==> config.mk <==
export PLATFORM = sky130hd
export DESIGN_NAME = dmacr_regs_top
export DESIGN_NICKNAME = d
export VERILOG_FILES = /design/src/rtl/dmacr_pkg.sv /design/src/rtl/dmacr_regs_top.sv /design/src/rtl/dmacr_collide.sv /design/src/rtl/dmacr_chan.sv
export VERILOG_INCLUDE_DIRS = /design/src /design/src/rtl
export SDC_FILE = /design/constraint.sdc
export NUM_CORES = 2
export LEC_CHECK = 0
export BUFFER_PORTS_ARGS = -buffer_cell sky130_fd_sc_hd__buf_2
export CAP_MARGIN = 20
export CORE_AREA = 5 5 335 337
export DETAILED_ROUTE_END_ITERATION = 7
export DIE_AREA = 0 0 340 342
export GPL_TIMING_DRIVEN = 0
export PLACE_DENSITY = 0.67
export RECOVER_POWER = 100
export SKIP_LAST_GASP = 1
export SYNTH_ARGS = -nofsm -noshare
export SYNTH_HDL_FRONTEND = slang
export SYNTH_SLANG_ARGS = --single-unit
==> constraint.sdc <==
create_clock -name i_ref_clk -period 54.2 [get_ports i_ref_clk]
set_input_delay 2.71 -clock i_ref_clk [delete_from_list [all_inputs] [get_ports i_ref_clk]]
set_output_delay 2.71 -clock i_ref_clk [all_outputs]
set_load 0.02 [all_outputs]
==> src/rtl/dmacr_defs.svh <==
/*
 * constants for the dma channel address/count register block:
 * register offsets, control field positions, reset values, steps.
 * assumes it is included by bare name from the rtl files only.
 */
`ifndef DMACR_DEFS_SVH
`define DMACR_DEFS_SVH

// per-channel register index, address bits [2:0]
`define DMACR_REG_PRI       3'h0
`define DMACR_REG_SEC       3'h1
`define DMACR_REG_PAD       3'h2
`define DMACR_REG_CNT       3'h3
`define DMACR_REG_CTRL      3'h4
// channel registers sit below this address, channel in bits [5:3]
`define DMACR_CHAN_TOP      8'h40
// shared registers
`define DMACR_ADDR_COLL     8'h40
`define DMACR_ADDR_ISTAT    8'h41
`define DMACR_ADDR_IMASK    8'h42
`define DMACR_ADDR_PPSTAT   8'h43
// reset values
`define DMACR_RST16         16'h0000
`define DMACR_RST8          8'h00
`define DMACR_RST_CNT       10'h000
// count field is bits 9:0
`define DMACR_CNT_MSB       9
// writable bits of the control word
`define DMACR_CTRL_MASK     16'hf033
// addressing_select codes
`define DMACR_AM_POSTINC    2'b00
`define DMACR_AM_FIXED      2'b01
// buffer address step per transfer
`define DMACR_STEP_BYTE     16'h0001
`define DMACR_STEP_WORD     16'h0002

`endif

==> src/rtl/dmacr_pkg.sv <==
/*
 * types shared by the dma channel register block files.
 * assumes dmacr_defs.svh is available for the numeric constants.
 */
package dmacr_pkg;

    // channel control word, laid out as its 16-bit register image
    typedef struct packed {
        logic       channel_on;   // bit 15
        logic       byte_size;    // bit 14, 1 = byte
        logic       dir;          // bit 13, 1 = ram to peripheral
        logic       half;         // bit 12, interrupt at half block
        logic [5:0] rsvd_hi;      // bits 11:6, read zero
        logic [1:0] addressing_select; // bits 5:4
        logic [1:0] rsvd_lo;      // bits 3:2, read zero
        logic [1:0] mode;         // bit 1 ping-pong, bit 0 one-shot
    } dmacr_ctrl_s;

    // one transfer issued by a channel
    typedef struct packed {
        logic        valid;
        logic        dir;
        logic        byte_size;
        logic [15:0] ram_addr;
        logic [15:0] periph_addr;
    } dmacr_xfer_s;

    // channel engine states
    typedef enum logic [1:0] {
        DMACR_ST_IDLE = 2'b01,
        DMACR_ST_RUN  = 2'b10
    } dmacr_state_e;

endpackage : dmacr_pkg

==> src/rtl/dmacr_regs_top.sv <==
/*
 * eight-channel dma address and count register set with the shared
 * collision status, block interrupts and the per-channel engines.
 * assumes one clock, strobes from same-clock logic, software bus with
 * read data one cycle after the read strobe.
 */
`timescale 1ns/100ps
`include "dmacr_defs.svh"
module dmacr_regs_top (
    input  wire logic                   i_ref_clk,
    input  wire logic                   i_reset,
    // software register port
    input  wire logic [7:0]             i_addr,
    input  wire logic [15:0]            i_wdata,
    input  wire logic                   i_wr,
    input  wire logic                   i_rd,
    output logic      [15:0]            o_rdata,
    // transfer requests, one pulse per item
    input  wire logic [7:0]             i_req,
    // software writes to peripheral registers and buffer ram
    input  wire logic                   i_sw_periph_wr,
    input  wire logic [15:0]            i_sw_periph_addr,
    input  wire logic                   i_sw_ram_wr,
    input  wire logic [15:0]            i_sw_ram_addr,
    // transfers issued by each channel
    output dmacr_pkg::dmacr_xfer_s      o_xfer [8],
    output logic                        o_irq
);
    import dmacr_pkg::*;

    // per-channel register storage
    logic [15:0]  pri_q  [8];  // primary buffer start
    logic [15:0]  sec_q  [8];  // secondary buffer start
    logic [15:0]  pad_q  [8];  // peripheral register address
    logic [9:0]   cnt_q  [8];  // transfer count, low bits only
    dmacr_ctrl_s  ctrl_q [8];  // control word

    // shared state
    logic [7:0]   istat_q;      // sticky block/half events
    logic [7:0]   imask_q;      // interrupt enables
    logic [15:0]  coll_w;       // collision flags
    logic [7:0]   pp_sel_w;     // buffer in use per channel
    logic [7:0]   evt_w;        // event pulses from engines
    logic [7:0]   stop_w;       // one-shot completion pulses
    logic [7:0]   pcoll_w;      // peripheral collisions this cycle
    logic [7:0]   rcoll_w;      // ram collisions this cycle
    logic [15:0]  coll_clr_w;   // write-one-to-clear for flags
    logic [15:0]  rdata_d;      // read mux result

    // decode: channel window, channel index and register index
    logic         chan_hit_w;
    logic [2:0]   chan_w;
    logic [2:0]   reg_w;

    assign chan_hit_w = (i_addr < `DMACR_CHAN_TOP);
    assign chan_w     = i_addr[5:3];
    assign reg_w      = i_addr[2:0];

    // per-channel registers, engines and collision detectors
    genvar gc;
    generate
        for (gc = 0; gc < 8; gc++) begin : g_chan
            logic wr_ch_w;  // write aimed at this channel

            assign wr_ch_w = i_wr && chan_hit_w && (chan_w == 3'(gc));

            // address registers; a write while running is the writer's
            // risk, the engine simply picks up the new value
            always_ff @(posedge i_ref_clk or posedge i_reset) begin
                if (i_reset) begin
                    pri_q[gc] <= `DMACR_RST16;
                    sec_q[gc] <= `DMACR_RST16;
                    pad_q[gc] <= `DMACR_RST16;
                end else if (wr_ch_w) begin
                    if (reg_w == `DMACR_REG_PRI) begin
                        pri_q[gc] <= i_wdata;
                    end else if (reg_w == `DMACR_REG_SEC) begin
                        sec_q[gc] <= i_wdata;
                    end else if (reg_w == `DMACR_REG_PAD) begin
                        pad_q[gc] <= i_wdata;
                    end
                end
            end

            // count: only the low ten bits are stored
            always_ff @(posedge i_ref_clk or posedge i_reset) begin
                if (i_reset) begin
                    cnt_q[gc] <= `DMACR_RST_CNT;
                end else if (wr_ch_w && (reg_w == `DMACR_REG_CNT)) begin
                    cnt_q[gc] <= i_wdata[`DMACR_CNT_MSB:0];
                end
            end

            // control word; one-shot end drops channel_on unless
            // software writes the word in that same cycle
            always_ff @(posedge i_ref_clk or posedge i_reset) begin
                if (i_reset) begin
                    ctrl_q[gc] <= '0;
                end else if (wr_ch_w && (reg_w == `DMACR_REG_CTRL)) begin
                    ctrl_q[gc] <= dmacr_ctrl_s'(i_wdata & `DMACR_CTRL_MASK);
                end else if (stop_w[gc]) begin
                    ctrl_q[gc].channel_on <= 1'b0;
                end
            end

            dmacr_chan u_chan (
                .i_ref_clk (i_ref_clk),
                .i_reset   (i_reset),
                .i_ctrl    (ctrl_q[gc]),
                .i_pri     (pri_q[gc]),
                .i_sec     (sec_q[gc]),
                .i_pad     (pad_q[gc]),
                .i_cnt     (cnt_q[gc]),
                .i_req     (i_req[gc]),
                .o_xfer    (o_xfer[gc]),
                .o_evt     (evt_w[gc]),
                .o_stop    (stop_w[gc]),
                .o_pp_sel  (pp_sel_w[gc])
            );

            // collision: software and channel write the same target
            // in the same cycle; compared against the issued transfer
            assign pcoll_w[gc] = i_sw_periph_wr && o_xfer[gc].valid && o_xfer[gc].dir
                                 && (o_xfer[gc].periph_addr == i_sw_periph_addr);
            assign rcoll_w[gc] = i_sw_ram_wr && o_xfer[gc].valid && !o_xfer[gc].dir
                                 && (o_xfer[gc].ram_addr == i_sw_ram_addr);
        end
    endgenerate

    // collision flags are write-one-to-clear only
    assign coll_clr_w = (i_wr && (i_addr == `DMACR_ADDR_COLL)) ? i_wdata : `DMACR_RST16;

    dmacr_collide u_collide (
        .i_ref_clk    (i_ref_clk),
        .i_reset      (i_reset),
        .i_periph_set (pcoll_w),
        .i_ram_set    (rcoll_w),
        .i_clear      (coll_clr_w),
        .o_status     (coll_w)
    );

    // interrupt status: sticky, write one to clear, set wins
    always_ff @(posedge i_ref_clk or posedge i_reset) begin
        if (i_reset) begin
            istat_q <= `DMACR_RST8;
        end else if (i_wr && (i_addr == `DMACR_ADDR_ISTAT)) begin
            istat_q <= evt_w | (istat_q & ~i_wdata[7:0]);
        end else begin
            istat_q <= evt_w | istat_q;
        end
    end

    // interrupt mask
    always_ff @(posedge i_ref_clk or posedge i_reset) begin
        if (i_reset) begin
            imask_q <= `DMACR_RST8;
        end else if (i_wr && (i_addr == `DMACR_ADDR_IMASK)) begin
            imask_q <= i_wdata[7:0];
        end
    end

    // level interrupt, high while any unmasked event is pending
    assign o_irq = |(istat_q & imask_q);

    // read mux; unmapped addresses and reserved bits read zero
    always_comb begin
        rdata_d = `DMACR_RST16;
        if (chan_hit_w) begin
            if (reg_w == `DMACR_REG_PRI) begin
                rdata_d = pri_q[chan_w];
            end else if (reg_w == `DMACR_REG_SEC) begin
                rdata_d = sec_q[chan_w];
            end else if (reg_w == `DMACR_REG_PAD) begin
                rdata_d = pad_q[chan_w];
            end else if (reg_w == `DMACR_REG_CNT) begin
                rdata_d = {6'h00, cnt_q[chan_w]};
            end else if (reg_w == `DMACR_REG_CTRL) begin
                rdata_d = 16'(ctrl_q[chan_w]) & `DMACR_CTRL_MASK;
            end
        end else if (i_addr == `DMACR_ADDR_COLL) begin
            rdata_d = coll_w;
        end else if (i_addr == `DMACR_ADDR_ISTAT) begin
            rdata_d = {8'h00, istat_q};
        end else if (i_addr == `DMACR_ADDR_IMASK) begin
            rdata_d = {8'h00, imask_q};
        end else if (i_addr == `DMACR_ADDR_PPSTAT) begin
            rdata_d = {8'h00, pp_sel_w};
        end
    end

    // read data stand for exactly the cycle after the strobe
    always_ff @(posedge i_ref_clk or posedge i_reset) begin
        if (i_reset) begin
            o_rdata <= `DMACR_RST16;
        end else if (i_rd) begin
            o_rdata <= rdata_d;
        end else begin
            o_rdata <= `DMACR_RST16;
        end
    end

endmodule : dmacr_regs_top

==> src/rtl/dmacr_collide.sv <==
/*
 * sticky collision flags, one per channel for peripheral and ram.
 * assumes set and clear strobes are on i_ref_clk, one cycle each.
 */
`timescale 1ns/100ps
`include "dmacr_defs.svh"
module dmacr_collide (
    input  wire logic        i_ref_clk,
    input  wire logic        i_reset,
    input  wire logic [7:0]  i_periph_set,  // per channel collision seen
    input  wire logic [7:0]  i_ram_set,
    input  wire logic [15:0] i_clear,       // write-one-to-clear image
    output logic      [15:0] o_status       // periph in 15:8, ram in 7:0
);
    import dmacr_pkg::*;

    logic [15:0] set_w;  // set image aligned with the status layout

    assign set_w = {i_periph_set, i_ram_set};

    // one flop per flag; a set in the clear cycle wins
    genvar gb;
    generate
        for (gb = 0; gb < 16; gb++) begin : g_flag
            always_ff @(posedge i_ref_clk or posedge i_reset) begin
                if (i_reset) begin
                    o_status[gb] <= 1'b0;
                end else begin
                    // software only clears; hardware only sets
                    o_status[gb] <= set_w[gb] | (o_status[gb] & ~i_clear[gb]);
                end
            end
        end
    endgenerate

endmodule : dmacr_collide

==> src/rtl/dmacr_chan.sv <==
/*
 * one channel transfer engine: walks the buffer address, counts the
 * block, alternates ping-pong buffers, flags block and half events.
 * assumes requests are one-cycle pulses on i_ref_clk from logic.
 */
`timescale 1ns/100ps
`include "dmacr_defs.svh"
module dmacr_chan (
    input  wire logic                      i_ref_clk,
    input  wire logic                      i_reset,
    input  wire dmacr_pkg::dmacr_ctrl_s    i_ctrl,
    input  wire logic [15:0]               i_pri,
    input  wire logic [15:0]               i_sec,
    input  wire logic [15:0]               i_pad,
    input  wire logic [9:0]                i_cnt,
    input  wire logic                      i_req,
    output dmacr_pkg::dmacr_xfer_s         o_xfer,
    output logic                           o_evt,   // interrupt event pulse
    output logic                           o_stop,  // one-shot finished
    output logic                           o_pp_sel // 1 = secondary buffer
);
    import dmacr_pkg::*;

    dmacr_state_e state_q;
    logic [9:0]   idx_q;   // transfers done in this block
    logic [15:0]  addr_q;  // current buffer address
    logic [15:0]  step_w;
    logic         last_w;
    logic         half_w;
    logic         pp_on_w;
    logic         oneshot_w;

    assign step_w    = i_ctrl.byte_size ? `DMACR_STEP_BYTE : `DMACR_STEP_WORD;
    assign last_w    = (idx_q == i_cnt);  // count plus one items
    assign half_w    = (idx_q == (i_cnt >> 1));
    assign pp_on_w   = i_ctrl.mode[1];
    assign oneshot_w = i_ctrl.mode[0];

    // state, address and count walk
    always_ff @(posedge i_ref_clk or posedge i_reset) begin
        if (i_reset) begin
            state_q  <= DMACR_ST_IDLE;
            idx_q    <= `DMACR_RST_CNT;
            addr_q   <= `DMACR_RST16;
            o_pp_sel <= 1'b0;
            o_stop   <= 1'b0;
        end else begin
            o_stop <= 1'b0;
            case (state_q)
                DMACR_ST_IDLE: begin
                    // the stop pulse marks the cycle in which channel_on is
                    // still seen high; without it a one-shot would rearm
                    if (i_ctrl.channel_on && !o_stop) begin  // start on primary
                        state_q  <= DMACR_ST_RUN;
                        idx_q    <= `DMACR_RST_CNT;
                        addr_q   <= i_pri;
                        o_pp_sel <= 1'b0;
                    end
                end
                DMACR_ST_RUN: begin
                    if (!i_ctrl.channel_on) begin
                        state_q <= DMACR_ST_IDLE;
                    end else if (i_req && last_w) begin
                        idx_q <= `DMACR_RST_CNT;
                        if (pp_on_w) begin  // alternate buffers
                            o_pp_sel <= ~o_pp_sel;
                            addr_q   <= o_pp_sel ? i_pri : i_sec;
                        end else begin
                            addr_q <= i_pri;
                        end
                        // one-shot ends after one block per buffer in use
                        if (oneshot_w && (!pp_on_w || o_pp_sel)) begin
                            state_q <= DMACR_ST_IDLE;
                            o_stop  <= 1'b1;
                        end
                    end else if (i_req) begin
                        idx_q <= idx_q + 10'h001;
                        if (i_ctrl.addressing_select == `DMACR_AM_POSTINC) begin
                            addr_q <= addr_q + step_w;
                        end
                    end
                end
                default: begin
                    state_q <= DMACR_ST_IDLE;
                end
            endcase
        end
    end

    // issued transfer, registered so the data path sees flop outputs
    always_ff @(posedge i_ref_clk or posedge i_reset) begin
        if (i_reset) begin
            o_xfer <= '0;
        end else begin
            o_xfer.valid       <= (state_q == DMACR_ST_RUN) && i_ctrl.channel_on && i_req;
            o_xfer.dir         <= i_ctrl.dir;
            o_xfer.byte_size   <= i_ctrl.byte_size;
            o_xfer.ram_addr    <= addr_q;
            o_xfer.periph_addr <= i_pad;
        end
    end

    // interrupt event: half point when selected, else whole block
    always_ff @(posedge i_ref_clk or posedge i_reset) begin
        if (i_reset) begin
            o_evt <= 1'b0;
        end else begin
            o_evt <= (state_q == DMACR_ST_RUN) && i_ctrl.channel_on && i_req
                     && (i_ctrl.half ? half_w : last_w);
        end
    end

endmodule : dmacr_chan

After elaboration in Yosys (flattened, before gate mapping)
Cells that the tools add are included.

word-level totals
  bits in registers = 1,104
  bits of input ports = 70
  output and inout bits = 297
  logic and storage cells = 911

operators by class
  add/subtract/negate cells = 16
  $lt $le $gt $ge = 2
  equality and inequality tests = 127
  multiplexer cells = 276
  bitwise operators = 64
  reductions and logical operators = 239

operator list
  cell                     count
  $mux W16                 73
  $mux W10                 34
  $eq A16 B16 Y1           16
  $pmux W16 S2             8
  $bmux W16 S3             4
  $pmux W10 S2             8
  $add A16 B16 Y16         8
  $logic_and A1 B1 Y1      124
  $mux W1                  88
  $add A10 B1 Y10 const B  8
  $eq A10 B10 Y1           8
  $eq A10 B9 Y1            8
  $mux W2                  40
  $reduce_and A5 Y1        16
  $ne A3 B2 Y1 const B     24
  $reduce_and A4 Y1        16
  $reduce_and A3 Y1        16
  $eq A8 B7 Y1 const B     4
  $mux W8                  4
  $ne A2 B1 Y1 const B     16
  $ne A2 B2 Y1 const B     16
  $pmux W2 S2              8
  $reduce_bool A2 Y1       16
  $bmux W10 S3             1
  other kinds (22)         160

Logic depth before layout (Yosys ltp)
  depth in word-level cells = 11
  depth in mapped cells = 10
  mapped depth without buffers = 8

Hierarchy
Synthesis repeated with hierarchy kept, for this count alone.

unflattened totals
  cells, all modules = 4,702
  area total of the unflattened synthesis = 54,897.7 µm²

by module, submodules not included
  module                             instances  cells an instance  area each (µm²)  seq. area each (µm²)
  dmacr_regs_top                     1          2,133              28,746.3         14,013.4
  dmacr_chan (g_chan[0].u_chan ...)  5          319                3,206.8          1,652.8
  dmacr_chan (g_chan[5].u_chan)      1          309                3,205.6          1,652.8
  dmacr_chan (g_chan[6].u_chan)      1          319                3,189.3          1,652.8
  dmacr_chan (g_chan[7].u_chan)      1          297                3,138.0          1,652.8
  dmacr_collide                      1          49                 584.3            400.4

Worst setup path after synthesis
No wires, ideal clock.

  path kind = in2reg
  start = in i_addr[3]
  end = reg u_collide.o_status[8]
  setup time = 121 ps
  data arrival time = 4,475 ps
  required time = 54,079 ps
  setup slack = 49,604 ps
  stages on the path = 9
  path buffers = 4
  cell sequence = buf_2 > or2_2 > clkbuf_1 > nor4b_2 > and2_0 > clkbuf_1 > buf_2 > nand2_1 > a22o_1

on the way
  word-level cells in the longest chain between the ends = 6

RTL lines
  what                            line                   RTL
  start: declaration              dmacr_regs_top.sv:13   input wire logic [7:0] i_addr,
  $eq A8 B7 Y1 (no source line)   n/a
  $logic_and A1 B1 Y1             dmacr_regs_top.sv:131  assign coll_clr_w = (i_wr && (i_addr == `DMACR_ADDR_COLL)) ? i_wdata : `DMACR_RST16;
  $mux W16 (no source line)       n/a
  $not A1 Y1                      dmacr_collide.sv:30    o_status[gb] <= set_w[gb] | (o_status[gb] & ~i_clear[gb]);
  $and A1 B1 Y1                   dmacr_collide.sv:30
  $or A1 B1 Y1                    dmacr_collide.sv:30
  end signal: indexed assignment  dmacr_collide.sv:30
  end: declaration                dmacr_collide.sv:13    output logic [15:0] o_status

No other way between the ends.
A chain may end at the register's enable or synchronous reset.

==> impl_metrics.ini <==
[timing]
hold_viol_final = 0
final.hold.worst_slack_ns = 0.381
report.final.setup_viol = 0
worst_clock_skew_ns = 0.0242
max_freq_mhz = 46.9
fin_crit_ns = 21.32
max_slew_headroom_at_the_worst_pin_pct = -331
final_max_slew_viol_count = 1212
tightest_slew_ns = 6.47
rsz0062_at_grt = false
final_min_period_over_clock_period_pct = 39.3
setup_tns_ns = 0

[synthesis]
syn-instance-count = 4620
yosysUniqueCellTypes = 81
netlist.area_leader.share_pct = 51.0
synth_largest_area_cell = dfrtp_1
synth_enable_flop_cells = 0
avgSynthCellArea_um2 = 11.6
synth_sequential_area_ratio_pct = 51.4
synth_top_flop_cell = dfrtp_1
synthTopCellsByArea = dfrtp_1 51%, mux2_2 11%, mux4_2 5.3%
ys.warnings.count = 0
synth_seq_cells = 1104
async_reset_ff_share_pct = 100
synth_common_cells = 1,096 x dfrtp_1, 517 x mux2_2, 364 x nand2_1, 297 x xnor2_1, 269 x nor2_1
synth_most_common_cell = dfrtp_1
cell_area_synth_um2 = 53800
synth_nets = 4724

[setup_path]
cp_common_cell = clkbuf_1
cp.arrival_ns = 20.67
timing.critical_path.slowest_stage_cell = clkbuf_1
crit_required_ns = 53.54
critical_path_fanouts_max = 117
crit_path_from = i_reset
rr_startpoint = g_chan[4].u_chan.idx_q[2]
crit_path_start_kind = input port
cp_top_family = buffers and inverters
endpoint_kind = async pin
kind_of_critical_path = in -> async
cp_cell_sequence = clkbuf_1, clkinvlp_2, clkbuf_1, clkbuf_1, clkbuf_1, clkbuf_1
cpPeakStageDelay_ns = 4.48
critPathBufInv = 6

[clock_tree]
clock_latency_ns = 0.73
cts_buffers = 115
clock_tree.root_cell = clkbuf_16
tritoncts = built
post_cts_hold_buffer_count = 0
h-tree-depth = 3
cts_resized = 0
ctsLongestPathBuffers = 3
clk_pin_slew_ns = 0.06
post_cts_buffers = 0
clock_sink_count = 1104

[detailed_routing]
route.vias.total = 42800
drc_errors = 0
routed_wirelength_mm = 230
avgViaCountPerCell = 6.47
ant_nets = 0
detailedRoute.firstPassIterationCount = 8
drt-initial-drc-count = 5964
wl_per_cell_um = 34.7

[power]
clock_power_share_pct = 35.6
p_per_area_nw_per_um2 = 38.8
pwr-share-seq_pct = 45.2
netSwitchingPower_uw = 782
combinational_share_of_power_pct = 19.3
power.static_leakage_uw = 0.0276
vdd_ir_drop_max_mv = 0.0259
switching_share_pct = 32.9
cell_internal_pwr_uw = 1600

[worst_hold_path]
hold_start = g_chan[6].u_chan.addr_q[5]
holdCritPathClass = reg -> reg

[place]
post-place-cells = 6396
placer_s_final_routability_congestion_estimate = 1.06
dpl.hpwl_mm = 177
port_buffers = 329

[floorplan]
fp.dieArea_um2 = 116000
core_area_um2 = 109000
initial_utilization_pct = 49.6
fp.dieH_um = 342
core.rowCount = 121
die_w_um = 340
floorplan.io_pins = 367

[global_routing]
grt.met3_usage_pct = 11.6
antenna_found_initial = 20
grt_most_used_layer = met2
via_count_of_the_first_global_routing_pass = 41500
grt_remaining_overflow = 0
globalRouteMet2Util_pct = 57.5
grtUsageMet1_pct = 50.3
largest_net_degree_at_the_start_of_global_routing = 129
groute.usage.overall_pct = 38.8
grt_pass1_wl_mm = 319

[layout]
area.growth.synth_to_final_pct = 13.8
number_of_nets_at_the_end_of_the_flow = 5204
post_route_cells_drive_above_1_share_pct = 18.4
nFillCells = 9440
final_core_util_pct = 56.4
stdcell_count = 6614

[status]
outcome = finished, violations left
failed_checks = capacitance limit, slew limit

[flow_run]
maxCapViolations = 20
-- worst reg2reg max path, cell delays in order (launching register included) --
cell and delay [ns]:
dfrtp_1 0.32, clkbuf_1 0.33, xnor2_1 0.20, nand4_1 0.22, nor3_1 1.36, o31a_1 0.42
clkbuf_1 0.42, o211ai_1 0.16, o221a_2 0.17
-- registers in the layout (all words and copies together), names as in the netlist, 64 cells and up --
name,cells
g_chan.u_chan.addr_q,128
cnt_q,80
pad_q,128
pri_q,128
g_chan.u_chan.idx_q,80
ctrl_q,64
sec_q,128
g_chan.u_chan.o_xfer,280
-- through the flow --
step,cell area [µm²],total power (µW),setup slack [ns]
after floorplan,53800,1340,20.42
after global placement,57200,1530,8.55
after detailed placement,57900,1550,47.56
after CTS,61900,2380,48.29
after global routing,61200,2450,29.11
final,61200,2380,32.88
-- power by group through the flow --
| stage | Sequential (µW) | Clock [µW] | Combinational, µW |
|---|---|---|---|
| after floorplan | 1080 | 0 | 251 |
| after global placement | 1080 | 0 | 453 |
| after detailed placement | 1080 | 0 | 465 |
| after CTS | 1070 | 847 | 468 |
| after global routing | 1080 | 881 | 490 |
| final | 1070 | 845 | 458 |
-- cell type report --
cell class                      count  area (µm²)  share of cell area, %
Clock inverter                     42         632                   1.03
Timing Repair Buffer              363        1640                   2.68
Tap cell                         1414        1770                   2.89
Inverter                           68         256                  0.419
Clock buffer                      162        3370                   5.50
Buffer                            283        1110                   1.82
Multi-Input combinational cell   3165       24800                   40.5
Sequential cell                  1104       27600                   45.1
Antenna cell                       13        32.5                 0.0531
-- routing by layer --
layer / vias up / share of wire (%)
met5: - / 0.022
met4: 8 / 7.9
met3: 684 / 11
met2: 2674 / 43
met1: 21900 / 38
li1: 17500 / -
-- kinds of logic after synthesis --
group | after synthesis | synth area share (%)
compound gates | 597 | 6.95
xor+xnor | 546 | 8.89
fa+ha+maj | 34 | 0.902
buf+inv | 351 | 2.54
flops | 1104 | 51.4
mux | 732 | 17.7
simple gates | 1256 | 11.6
-- path summary, 6_finish.rpt --
kind | endpoint | slack [ns] | cells past startpoint
setup / recovery | g_chan[4].u_chan.o_xfer[24] | 32.88 | 6
hold / removal | g_chan[6].u_chan.o_xfer[21] | 0.38 | 0
setup reg to reg | g_chan[4].u_chan.addr_q[12] | 50.49 | 8
hold reg to reg | g_chan[6].u_chan.o_xfer[21] | 0.38 | 0
max in group i_ref_clk | o_rdata[6] | 46.03 | 9
min in group asynchronous | g_chan[2].u_chan.idx_q[4] | 2.59 | 2
-- layout by cell type, fill, tap and decap left out, types with 91 or more instances in the layout --
cell / synthesis / final
dfrtp_1: 1096 / 1096
clkbuf_1: 222 / 563
mux2_2: 517 / 516
nand2_1: 364 / 364
xnor2_1: 297 / 297
nor2_1: 269 / 269
xor2_1: 249 / 249
o21ai_0: 201 / 205
mux4_2: 126 / 126
nand4_1: 124 / 124
clkbuf_16: 0 / 118
a21oi_1: 109 / 109
nand3_1: 91 / 91
Note: power is estimated with default switching activity, not from simulation.
